`config.mk`:
```
export PLATFORM = sky130hd
export DESIGN_NAME = serial_link_pair
export DESIGN_NICKNAME = d
export VERILOG_FILES = /design/src/rtl/serial_link_pkg.sv /design/src/rtl/fifo_if.sv /design/src/rtl/word_fifo.sv /design/src/rtl/serial_link_pair.sv
export SDC_FILE = /design/constraint.sdc
export NUM_CORES = 1
export LEC_CHECK = 0
export BUFFER_PORTS_ARGS = -buffer_cell sky130_fd_sc_hd__buf_2
export CAP_MARGIN = 20
export CORE_ASPECT_RATIO = 0.8
export CORE_MARGIN = 8
export CORE_UTILIZATION = 45
export DETAILED_ROUTE_END_ITERATION = 6
export MAX_ROUTING_LAYER = met4
export PLACE_DENSITY = 0.71
export SLEW_MARGIN = 20
export SYNTH_ARGS = -nofsm -noshare
export SYNTH_HDL_FRONTEND = slang
export SYNTH_SLANG_ARGS = --single-unit
export TNS_END_PERCENT = 30
```
`constraint.sdc`:
```
create_clock -name clk_i -period 38.5 [get_ports clk_i]
set_clock_uncertainty 0.05 [all_clocks]
set_input_delay 3.85 -clock clk_i [delete_from_list [all_inputs] [get_ports clk_i]]
set_output_delay 3.85 -clock clk_i [all_outputs]
set_load 0.05 [all_outputs]
```
`src/rtl/serial_link_pkg.sv`:
```
// Purpose: Shared constants and types for the serial link pair.
// Assumes: One serial bit slot per clock cycle of clk_i.
// Notes:   Lane l slot s carries parallel bit l*SLOTS+s.
package serial_link_pkg;

  // ***********************************************************
  // Link shape
  // ***********************************************************
  localparam int LANES      = 4;
  localparam int SLOTS      = 7;
  localparam int WORD_W     = LANES * SLOTS;
  localparam int FCLK_HIGH  = 4;
  localparam int FIFO_DEPTH = 16;

  // ***********************************************************
  // Receiver timing counts: lock in clock periods, the rest in clk_i cycles
  // ***********************************************************
  localparam logic [3:0] LOCK_PERIODS = 4'h4;
  localparam logic [1:0] STROBE_LOW   = 2'h3;
  localparam logic [2:0] LAST_SLOT    = 3'h6;
  localparam logic [2:0] GAP_SLOT     = 3'h7;

  // Receiver lock states.
  typedef enum logic [1:0] {
    RX_HUNT = 2'b01,
    RX_LOCK = 2'b10
  } rx_state_t;

endpackage : serial_link_pkg

```
`src/rtl/fifo_if.sv`:
```
// Purpose: Valid/ready carrier between a producer, the word FIFO and a consumer.
// Assumes: Single clock domain.
// Notes:   A transfer happens when valid and ready are both high.
`timescale 1ns/1ps
interface fifo_if #(parameter int W = 28);
  logic         push_valid;
  logic         push_ready;
  logic [W-1:0] push_data;
  logic         pop_valid;
  logic         pop_ready;
  logic [W-1:0] pop_data;

  modport buffer (input push_valid, push_data, pop_ready,
                  output push_ready, pop_valid, pop_data);
  modport user   (output push_valid, push_data, pop_ready,
                  input push_ready, pop_valid, pop_data);
endinterface : fifo_if

```
`src/rtl/word_fifo.sv`:
```
// Purpose: Synchronous word FIFO with honest full and empty.
// Assumes: Depth is a power of two.
// Notes:   Pop data is the head entry, valid while not empty.
`timescale 1ns/1ps
module word_fifo #(
  parameter int W = 28,
  parameter int D = 16
) (
  // Clock and reset.
  input  wire logic clk_i,
  input  wire logic rst_i,
  // Data path.
  fifo_if.buffer    q
);
  localparam int AW = $clog2(D);

  typedef struct packed {
    logic [D-1:0][W-1:0] mem;
    logic [AW-1:0]       wr;
    logic [AW-1:0]       rd;
    logic [AW:0]         cnt;
  } fifo_state_t;

  fifo_state_t s_ff;
  fifo_state_t nxt_s;
  logic        do_push;
  logic        do_pop;

  // ***********************************************************
  // Flags and next state
  // ***********************************************************
  assign q.push_ready = (s_ff.cnt != (AW+1)'(D));
  assign q.pop_valid  = (s_ff.cnt != '0);
  assign q.pop_data   = s_ff.mem[s_ff.rd];
  assign do_push      = q.push_valid && q.push_ready;
  assign do_pop       = q.pop_ready && q.pop_valid;

  // Pointers wrap naturally since depth is a power of two.
  always_comb begin
    nxt_s = s_ff;
    if (do_push) begin
      nxt_s.mem[s_ff.wr] = q.push_data;
      nxt_s.wr           = s_ff.wr + 1'b1;
    end
    if (do_pop) begin
      nxt_s.rd = s_ff.rd + 1'b1;
    end
    nxt_s.cnt = s_ff.cnt + (AW+1)'(do_push) - (AW+1)'(do_pop);
  end

  // State register.
  always_ff @(posedge clk_i or posedge rst_i) begin
    if (rst_i) begin
      s_ff <= '0;
    end else begin
      s_ff <= nxt_s;
    end
  end

endmodule : word_fifo

```
`src/rtl/serial_link_pair.sv`:
```
// Purpose: Transmit serializer and receive deserializer of a 28-bit serial link.
// Assumes: clk_i at 125 MHz; one serial slot per cycle; link pins are asynchronous.
// Notes:   Every pin input passes two flip-flops; all outputs are registered.
`timescale 1ns/1ps

// Notes on behaviour
// - Each captured word fills fixed lane slots.
// - Word captured on parallel strobe rising edge.
// - Four data lanes, true and complement.
// - Forwarded clock lane derived from slot counter.
// - Sleep low releases all serial outputs.
// - Receiver deserializes four data lanes.
// - Forwarded clock times receive sampling.
// - Recovered word keeps transmit bit order.
// - Output strobe rising marks valid data.
// - Receiver sleep forces parallel outputs low.
// - Seven evenly spaced slots per clock period.
// - Latency from capture to output varies with queue fill and slot phase.
// - Failsafe: open data high, lost clock holds.
module serial_link_pair
  import serial_link_pkg::*;
#(
  parameter logic [3:0] LOCK_N = LOCK_PERIODS
) (
  // Clock and reset.
  input  wire logic              clk_i,
  input  wire logic              rst_i,
  // Power control, active low.
  input  wire logic              sleep_n_i,
  // Transmit parallel side.
  input  wire logic [WORD_W-1:0] par_data_in_i,
  input  wire logic              par_strobe_in_i,
  output logic                   tx_ready_o,
  // Transmit serial lanes.
  output logic [LANES-1:0]       ser_data_out_p_o,
  output logic [LANES-1:0]       ser_data_out_n_o,
  output logic [LANES-1:0]       ser_data_out_oe_o,
  output logic                   fwd_clk_out_p_o,
  output logic                   fwd_clk_out_n_o,
  output logic                   fwd_clk_out_oe_o,
  // Receive serial lanes, true side of each pair.
  input  wire logic [LANES-1:0]  ser_data_in_i,
  input  wire logic              fwd_clk_in_i,
  // Receive parallel side.
  output logic [WORD_W-1:0]      par_data_out_o,
  output logic                   par_strobe_out_o
);

  typedef struct packed {
    logic [1:0]        slp;
    logic [2:0]        stb;
    logic [WORD_W-1:0] din1;
    logic [WORD_W-1:0] din2;
    logic [WORD_W-1:0] tword;
    logic [2:0]        tslot;
    logic [LANES-1:0]  sdp;
    logic [LANES-1:0]  sdn;
    logic [LANES-1:0]  soe;
    logic              fcp;
    logic              fcn;
    logic              foe;
    logic              trdy;
    logic [LANES:0]    rin1;
    logic [LANES:0]    rin2;
    logic              rclk3;
    logic [2:0]        rslot;
    logic [WORD_W-1:0] rword;
    logic [3:0]        good;
    rx_state_t         rst;
    logic [1:0]        pcnt;
    logic [WORD_W-1:0] pdata;
    logic              pstb;
  } link_state_t;

  link_state_t s_ff;
  link_state_t nxt_s;
  logic        awake;
  logic        tx_edge;
  logic        rx_edge;
  logic [2:0]  rx_idx;
  logic        rx_done;

  fifo_if #(.W(WORD_W)) txq ();

  // ***********************************************************
  // Transmit buffer
  // ***********************************************************
  word_fifo #(
    .W (WORD_W),
    .D (FIFO_DEPTH)
  ) u_txq (
    .clk_i (clk_i),
    .rst_i (rst_i),
    .q     (txq.buffer)
  );

  // Synchronised pin levels and edges.
  assign awake   = s_ff.slp[1];
  assign tx_edge = s_ff.stb[1] && !s_ff.stb[2];
  assign rx_edge = s_ff.rin2[LANES] && !s_ff.rclk3;
  assign rx_idx  = rx_edge ? 3'h0 : s_ff.rslot;
  assign rx_done = !rx_edge && (s_ff.rslot == LAST_SLOT);

  // Capture on strobe rising edge; a refused word is lost, so honour tx_ready_o.
  assign txq.push_valid = tx_edge && awake;
  assign txq.push_data  = s_ff.din2;
  assign txq.pop_ready  = awake && (s_ff.tslot == LAST_SLOT);

  // ***********************************************************
  // Next state
  // ***********************************************************
  always_comb begin
    nxt_s = s_ff;
    // Two-stage synchronisers for every pin input.
    nxt_s.slp  = {s_ff.slp[0], sleep_n_i};
    nxt_s.stb  = {s_ff.stb[1:0], par_strobe_in_i};
    nxt_s.din1 = par_data_in_i;
    nxt_s.din2 = s_ff.din1;
    nxt_s.rin1 = {fwd_clk_in_i, ser_data_in_i};
    nxt_s.rin2 = s_ff.rin1;
    nxt_s.rclk3 = s_ff.rin2[LANES];
    nxt_s.trdy = txq.push_ready;

    // Transmit: slot counter is the bit-rate divider; one word per seven slots.
    if (awake) begin
      nxt_s.tslot = (s_ff.tslot == LAST_SLOT) ? 3'h0 : s_ff.tslot + 3'h1;
      if (txq.pop_ready && txq.pop_valid) begin
        nxt_s.tword = txq.pop_data;
      end
      for (int l = 0; l < LANES; l++) begin
        nxt_s.sdp[l] = s_ff.tword[l*SLOTS + int'(s_ff.tslot)];
        nxt_s.sdn[l] = ~s_ff.tword[l*SLOTS + int'(s_ff.tslot)];
      end
      nxt_s.soe = '1;
      nxt_s.fcp = (int'(s_ff.tslot) < FCLK_HIGH);
      nxt_s.fcn = !(int'(s_ff.tslot) < FCLK_HIGH);
      nxt_s.foe = 1'b1;
    end else begin
      // Sleep: drivers released and the serializer parked at slot zero.
      nxt_s.tslot = 3'h0;
      nxt_s.sdp   = '0;
      nxt_s.sdn   = '0;
      nxt_s.soe   = '0;
      nxt_s.fcp   = 1'b0;
      nxt_s.fcn   = 1'b0;
      nxt_s.foe   = 1'b0;
    end

    // Receive: forwarded clock rise marks slot zero of the period.
    if (rx_edge) begin
      nxt_s.rslot = 3'h1;
    end else if (s_ff.rslot != GAP_SLOT) begin
      nxt_s.rslot = s_ff.rslot + 3'h1;
    end
    if (rx_idx != GAP_SLOT) begin // A late clock must not spill into the next lane.
      for (int l = 0; l < LANES; l++) begin
        nxt_s.rword[l*SLOTS + int'(rx_idx)] = s_ff.rin2[l];
      end
    end

    // Lock tracking: an edge exactly seven cycles after the last counts as good.
    if (rx_edge) begin
      if (s_ff.rslot == GAP_SLOT && s_ff.good != 4'hF) begin
        nxt_s.good = s_ff.good + 4'h1;
      end else if (s_ff.rslot != GAP_SLOT) begin
        nxt_s.good = 4'h0;
      end
    end else if (s_ff.rslot == GAP_SLOT) begin
      nxt_s.good = 4'h0;
    end
    // Sleep forgets the lock, so waking up always hunts again.
    if (!awake) begin
      nxt_s.good = 4'h0;
    end
    if (!awake || nxt_s.good == 4'h0) begin
      nxt_s.rst = RX_HUNT;
    end else if (nxt_s.good >= LOCK_N) begin
      nxt_s.rst = RX_LOCK;
    end

    // Parallel output side.
    unique case (s_ff.rst)
      RX_HUNT: begin
        // A low run already begun finishes, so a lost clock never clips the strobe.
        if (s_ff.pcnt != 2'h0) begin
          nxt_s.pcnt = (s_ff.pcnt == STROBE_LOW) ? 2'h0 : s_ff.pcnt + 2'h1;
          nxt_s.pstb = (s_ff.pcnt == STROBE_LOW);
        end else begin
          nxt_s.pstb = 1'b1;
        end
      end
      RX_LOCK: begin
        if (rx_done) begin
          nxt_s.pdata = nxt_s.rword;
          nxt_s.pstb  = 1'b0;
          nxt_s.pcnt  = 2'h1;
        end else if (s_ff.pcnt != 2'h0) begin
          nxt_s.pcnt = (s_ff.pcnt == STROBE_LOW) ? 2'h0 : s_ff.pcnt + 2'h1;
          nxt_s.pstb = (s_ff.pcnt == STROBE_LOW);
        end
      end
      default: begin
        nxt_s.pstb = 1'b1;
        nxt_s.pcnt = 2'h0;
      end
    endcase
    if (!awake) begin
      nxt_s.pdata = '0;
      nxt_s.pstb  = 1'b0;
      nxt_s.pcnt  = 2'h0;
    end
  end

  // State register.
  always_ff @(posedge clk_i or posedge rst_i) begin
    if (rst_i) begin
      s_ff     <= '0;
      s_ff.rst <= RX_HUNT;
    end else begin
      s_ff <= nxt_s;
    end
  end

  // ***********************************************************
  // Outputs
  // ***********************************************************
  assign tx_ready_o        = s_ff.trdy;
  assign ser_data_out_p_o  = s_ff.sdp;
  assign ser_data_out_n_o  = s_ff.sdn;
  assign ser_data_out_oe_o = s_ff.soe;
  assign fwd_clk_out_p_o   = s_ff.fcp;
  assign fwd_clk_out_n_o   = s_ff.fcn;
  assign fwd_clk_out_oe_o  = s_ff.foe;
  assign par_data_out_o    = s_ff.pdata;
  assign par_strobe_out_o  = s_ff.pstb;
endmodule : serial_link_pair

```
==> results.toml, run 1 <==
[routing]
dr.first_iter.drc_count = 1301
first_pass_iters = 7
routedWlPerCell_um = 23.2
drc = 0
routed_wl_um = 66600
drtAntennaViolNets = 0
vias_per_cell = 5.85
vias = 16800

[floorplan]
row_count = 83
core_area_sq_um = 64400
start_util_pct = 45.6
die_height_um = 245
die-width_um = 302
fp.dieArea_sq_um = 73800
ios = 82

[critical_path]
reg2reg_from = "u_txq.s_ff[7]$_DFFE_PP0P_"
r2r_slack_ns = 34.70
worstSetupEndpointType = "async pin"
cp_max_fo = 131
slowest_stage = "buf_4"
worstRegToRegCells = 6
critPathMaxStageDelay_ns = 0.79
r2r-end = "s_ff[122]$_DFFE_PP0P_"
cp-start-kind = "input pin"
critical_path_required_ns = 39.08
cp_top_family = "buffers and inverters"
cp_data_arrival_time_ns = 6.28
cp_cell_sequence = "buf_2 > inv_8 > buf_6 > buf_4"
critPathBufInv = 4
criticalPathCategory = "in2async"

[synthesis]
ys_async_sr_fraction_pct = 100
synth.cells.most_frequent = "dfrtp_1, mux2_2, mux4_2, mux2_4, buf_4"
yosysMostFrequentCell = "dfrtp_1"
synth_nets = 2048
yosys.area.top_type_share_pct = 54.8
avgSynthCellArea_sq_um = 14.8
ys_types = 82
synth_edf_count = 0
yosys-top-cells-area = "dfrtp_1, mux2_2, mux4_2"
syn_inst = 1979
synth_warnings = 0
ys_ff_latch = 644
ys.flop_type = "dfrtp_1"
netlist_area_sq_um = 29400
yosysSeqAreaShare_pct = 54.9
yosys.area.top_type = "dfrtp_1"

[timing]
final_hold_viol_count = 0
period_share_pct = 14.8
setup_viol_count_final = 0
relSlewSlack_pct = 21.6
tns_ns = 0
clock.fmax_ghz = 0.175
hold_slack_ns = 0.291
fin_crit_ns = 5.70
tightest_slew_ns = 1.18
setup_slack_ns = 32.80
slew_violations = 0
rsz0062_at_grt = "no"

[clock_network]
cts_setup_buffers = 0
post_cts_resized = 0
cts_htree_levels = 3
clk_latency_ns = 0.62
root_buffer = "clkbuf_16"
cts_sinks = 644
hold_buffers = 0
cts_tree = "done"
path_clk_slew_ns = 0.06
cts_made_buffers = 67
clockBufferDepth = 3

[hold_path]
whs_path_depth = 0
hold_path.class = "reg2reg"
hold_end = "txq.push_data[2]$_DFF_PP0_"
hold_start = "nxt_s[128]$_DFF_PP0_"

[global_route]
grt_first_pass_wirelength_um = 106000
grt_use_met3_pct = 3.86
antenna_found_initial = 1
use_met1_pct = 25.6
grt_max_degree = 132
grt-ovfl-total = 0
grt-busiest-layer = "met2"
grt.total_usage_pct = 18.7
grt_pass1_vias = 17700
met2_usage_pct = 28.6

[cells_and_area]
layout.nets = 2036
antenna_cells = 0
syn_to_final_growth_pct = 9.55
multi_input_area_sq_um = 12000
seq_area_sq_um = 16100
layout-drive-gt1-share_pct = 41.5
fill_cells = 5352

[power]
ir_drop_mv = 0.0354
p_leak_nw = 14.6
p_per_area_nw_per_um2 = 63.5

[job]
cap_violations = 0

[place]
gp_congestion = 0.884
port_buffers = 81
dp_hpwl_um = 38700
dp_worst_setup_slack_ns = 31.65

[run_status]
status = "complete, no violations"
[where the power goes]
part | internal [mW] | total [mW] | switching, mW
sequential | 0.844 | 0.950 | 0.106
clock | 0.381 | 0.648 | 0.267
combinational | 0.250 | 0.445 | 0.195
total | 1.47 | 2.04 | 0.568
[how the worst max path moves through the flow]
stage | from | depth (start not counted) | slack [ns] | end
finish | rst_i | 4 | 32.80 | s_ff[110]$_DFFE_PP0P_
detailed placement | rst_i | 4 | 31.65 | u_txq.s_ff[153]$_DFFE_PP0P_
global placement | rst_i | 4 | 31.75 | s_ff[100]$_DFFE_PP0P_
global route | rst_i | 4 | 32.39 | u_txq.s_ff[58]$_DFFE_PP0P_
CTS | rst_i | 4 | 32.30 | u_txq.s_ff[119]$_DFFE_PP0P_
floorplan | rst_i | 1 | 16.56 | awake$_DFF_PP0_
[flip-flops by register name, indices dropped and copies added (netlist names), 4 cells and up]
signal            flops
par_data_out_o       28
ser_data_out_n_o      4
u_txq.s_ff          461
s_ff                 76
nxt_s                37
txq.push_data        28
ser_data_out_p_o      4
[cell type report]
cell class / instances / area share [%]
Multi-Input combinational cell: 1111 / 37.3
Inverter: 33 / 0.424
Tap cell: 850 / 3.30
Sequential cell: 644 / 50.1
Timing Repair Buffer: 110 / 2.03
Clock inverter: 17 / 0.618
Clock buffer: 102 / 6.22
[worst reg2reg max path: stages, from the launching register on]
cell and delay (ns):
dfrtp_4 0.91, buf_4 0.85, buf_4 0.70, mux4_2 0.64, mux2_2 0.27, a22oi_1 0.14, o21ai_0 0.10
[kinds of logic after synthesis]
family / Yosys count / synth area share (%)
xor+xnor: 12 / 0.358
fa+ha+maj: 32 / 1.39
simple gates: 223 / 4.19
mux: 642 / 30.3
buf+inv: 224 / 4.35
compound gates: 202 / 4.60
flops: 644 / 54.9
[layer usage]
metal / vias up / share of wire [%]
met1: 8967 / 45
met3: 104 / 5.7
met2: 501 / 47
li1: 7202 / -
met4: 0 / 1.9
met5: - / 0
[cells in the final DEF, fill, tap and decap left out, types with 6 or more instances in the layout]
| cell | n |
|---|---|
| a221oi_1 | 8 |
| a22o_1 | 9 |
| o21ai_0 | 59 |
| nor3_1 | 13 |
| nand3_1 | 14 |
| clkbuf_8 | 13 |
| nand2_1 | 66 |
| nand4_1 | 7 |
| ha_1 | 31 |
| mux2_4 | 80 |
| a31oi_1 | 7 |
| nand2b_1 | 7 |
| a21oi_1 | 31 |
| mux2_1 | 9 |
| a22oi_1 | 29 |
| clkinv_2 | 8 |
| nor2b_1 | 8 |
| mux2i_1 | 40 |
| dfrtp_1 | 640 |
| buf_2 | 81 |
| nor4_1 | 6 |
| xnor2_1 | 8 |
| and2_1 | 9 |
| nand3b_1 | 6 |
| a21o_1 | 7 |
| buf_4 | 25 |
| mux4_2 | 125 |
| clkbuf_16 | 70 |
| and3_1 | 6 |
| nor2_1 | 39 |
| mux2_2 | 388 |
| inv_1 | 29 |
| clkbuf_1 | 19 |
[per-stage QoR]
stage	utilization [%]	instance area, sq um	power (mW)	instances
2_1_floorplan	-	29400	1.29	1979
3_3_place_gp	46.5	29900	1.37	2747
3_5_place_dp	46.5	29900	1.40	2747
4_1_cts	49.9	32100	2.06	2866
5_1_grt	50.0	32200	2.14	2867
6_report	50.0	32200	2.04	2867
Note: power is estimated with default switching activity, not from simulation.
==> inputs of run 2 (changes only) <==
--- a/config.mk
+++ b/config.mk
@@ -5,6 +5,7 @@
 export SDC_FILE = /design/constraint.sdc
 export NUM_CORES = 1
 export LEC_CHECK = 0
+export ABC_AREA = 1
 export BUFFER_PORTS_ARGS = -buffer_cell sky130_fd_sc_hd__buf_2
 export CAP_MARGIN = 20
 export CORE_ASPECT_RATIO = 0.8
@@ -12,7 +13,7 @@
 export CORE_UTILIZATION = 45
 export DETAILED_ROUTE_END_ITERATION = 6
 export MAX_ROUTING_LAYER = met4
-export PLACE_DENSITY = 0.71
+export PLACE_DENSITY = 0.73
 export SLEW_MARGIN = 20
 export SYNTH_ARGS = -nofsm -noshare
 export SYNTH_HDL_FRONTEND = slang
==> constraint.sdc (replaced) <==
create_clock -name clk_i -period 4.86 [get_ports clk_i]
set_clock_uncertainty 0.05 [all_clocks]
set_input_delay 0.486 -clock clk_i [delete_from_list [all_inputs] [get_ports clk_i]]
set_output_delay 0.486 -clock clk_i [all_outputs]
set_load 0.05 [all_outputs]
==> run 2 against run 1 <==
Net effect: largest power group unchanged; worst setup slack worse by 31 ns; final cell count up 46%; die area down 1.8%; the flow now finishes with violations (DRC); combinational power rose to 8.8 times the previous value; via count up 37%; critical endpoint is now par_data_out_o[11]$_DFFE_PP0P_; routed wire length up 15%.
==> results.toml, run 2 <==
[timing]
tightest_slew_ns = 1.12
rsz0062_at_grt = "no"
final_hold_viol_count = 0
tns_ns = 0
clock.fmax_ghz = 0.300
setup_viol_count_final = 0
relSlewSlack_pct = 25.4
fin_crit_ns = 3.34
period_share_pct = 68.7
slew_violations = 0

[routing]
vias_per_cell = 5.49
routedWlPerCell_um = 18.3
drtAntennaViolNets = 0
routed_wl_um = 76600
vias = 23000
drc = 17
first_pass_iters = 7
dr.first_iter.drc_count = 2656

[critical_path]
cp_data_arrival_time_ns = 3.83
criticalPathCategory = "reg2reg"
critical_path_required_ns = 5.36
worstSetupEndpointType = "flip-flop"
cp_max_fo = 22
cp-start-kind = "flip-flop"

[clock_network]
cts_tree = "done"
cts_made_buffers = 66
cts_setup_buffers = 0
path_clk_slew_ns = 0.06
clockBufferDepth = 3
cts_htree_levels = 3
clk_latency_ns = 0.62
cts_sinks = 644
root_buffer = "clkbuf_16"

[synthesis]
netlist_area_sq_um = 28800
yosysSeqAreaShare_pct = 55.9
yosys.area.top_type = "dfrtp_1"
synth_warnings = 0
yosys.area.top_type_share_pct = 55.9
avgSynthCellArea_sq_um = 8.58
synth_nets = 3425
ys.flop_type = "dfrtp_1"
ys_ff_latch = 644
yosys-top-cells-area = "dfrtp_1, nand2_1, o21ai_1"
syn_inst = 3356
ys_types = 38
ys_async_sr_fraction_pct = 100
synth.cells.most_frequent = "nand2_1, dfrtp_1, o21ai_1, o21ai_0, nand3_1"
yosysMostFrequentCell = "nand2_1"
synth_edf_count = 0

[cells_and_area]
layout-drive-gt1-share_pct = 8.31
mostFrequentLayoutCell = "nand2_1"
fill_cells = 5981
multi_input_area_sq_um = 10800
top_register = "u_txq.s_ff"
layout.nets = 3367
syn_to_final_growth_pct = 10.8
largest_reg_flops = 461
final_cell_mix = "nand2_1, dfrtp_1, o21ai_1"
design_area_sq_um = 31900
seq_area_sq_um = 16100

[global_route]
grt.total_usage_pct = 21.4
antenna_found_initial = 1
grt_max_degree = 149
grt_first_pass_wirelength_um = 122000
grt-ovfl-total = 0
grt_pass1_vias = 21700

[floorplan]
die-width_um = 299
ios = 82
fp.dieArea_sq_um = 72400
die_height_um = 242
row_count = 83
start_util_pct = 45.2
core_area_sq_um = 63800

[hold_path]
hold_path.class = "in2async"

[power]
p_leak_nw = 15.0
p_per_area_nw_per_um2 = 517
ir_drop_mv = 0.386

[run_status]
violations = "DRC"
status = "finished with violations"

[place]
dp_hpwl_um = 42900
gp_congestion = 0.872
port_buffers = 81
place_area_sq_um = 29400

[job]
cap_violations = 0
-- run 2: cell count changes in the layout (fill, tap and decap cells not counted), moves of 53 or more --
cell,delta
mux4_2,-125
a21oi_1,+86
nand2_1,+978
inv_1,+115
mux2_4,-80
mux2_2,-388
o21ai_0,+197
nor2_1,+53
o21ai_1,+335
nand3_1,+152
-- run 2: worst paths after layout --
| check | from | endpoint | slack [ns] | cells past startpoint |
|---|---|---|---|---|
| max | s_ff[68]$_DFF_PP0_ | par_data_out_o[11]$_DFFE_PP0P_ | 1.52 | 12 |
| min | rst_i | u_txq.s_ff[363]$_DFFE_PP0P_ | 0.02 | 2 |
| max reg2reg | s_ff[68]$_DFF_PP0_ | par_data_out_o[11]$_DFFE_PP0P_ | 1.52 | 12 |
| min reg2reg | nxt_s[133]$_DFF_PP0_ | txq.push_data[7]$_DFF_PP0_ | 0.29 | 0 |
| max in group asynchronous | rst_i | u_txq.s_ff[380]$_DFFE_PP0P_ | 3.58 | 3 |
| min in group clk_i | nxt_s[133]$_DFF_PP0_ | txq.push_data[7]$_DFF_PP0_ | 0.29 | 0 |
-- run 2: final cells by class --
class | count | share of cell area, %
flip-flops and latches | 644 | 50.5
multi-input cells | 2265 | 33.7
clock buffers | 98 | 6.10
repair buffers | 164 | 3.77
well taps | 850 | 3.33
inverters | 157 | 1.87
clock inverters | 17 | 0.659
diodes | 1 | 0.00784
-- run 2: repair_timing --
item,CTS,global route
hold buffers,35,0
endpoints found under the hold margin,35,0
resized for setup,0,0
setup endpoints to repair,0,0
-- run 2: metrics by stage --
stage	instances	power (mW)	worst slack (ns)	hold slack (ns)	util (%)
after global placement	4045	11.2	1.63	0.282	46.1
after detailed placement	4045	11.4	1.60	0.285	46.1
final	4196	16.5	1.52	0.0194	50.0
after floorplan	3356	10.5	-4.47	0.281	-
after CTS	4195	16.5	1.58	0.0269	50.0
after global routing	4196	17.5	1.13	0.0698	50.0
-- run 2: routing by layer --
layer	GRT usage, %	share of wire (%)
met5	-	0
met4	6.52	2.8
met3	4.61	9.3
met2	29.4	42
met1	31.5	46
-- run 2: logic make-up after synthesis --
| logic type | Yosys count | share of synthesized area [%] |
|---|---|---|
| simple gates | 1358 | 18.9 |
| flops | 644 | 55.9 |
| fa+ha+maj | 32 | 1.42 |
| mux | 28 | 0.973 |
| buf+inv | 447 | 6.93 |
| xor+xnor | 13 | 0.395 |
| compound gates | 834 | 15.5 |
-- run 2: where the power goes --
part / internal, mW / total (mW) / switching [mW]
sequential: 6.69 / 7.51 / 0.819
combinational: 1.39 / 3.91 / 2.52
clock: 2.95 / 5.08 / 2.13
total: 11.0 / 16.5 / 5.47
-- run 2: critical path, stage by stage (launching register included) --
cell and delay, ns:
dfrtp_1 0.38, inv_1 0.05, nand2_1 0.21, nand2_1 0.65
ha_1 0.48, nand3_1 0.18, nand2_1 0.41, inv_1 0.27
o21ai_0 0.22, nand3b_1 0.12, nand2_1 0.07, nand3_1 0.06
nand2_1 0.08
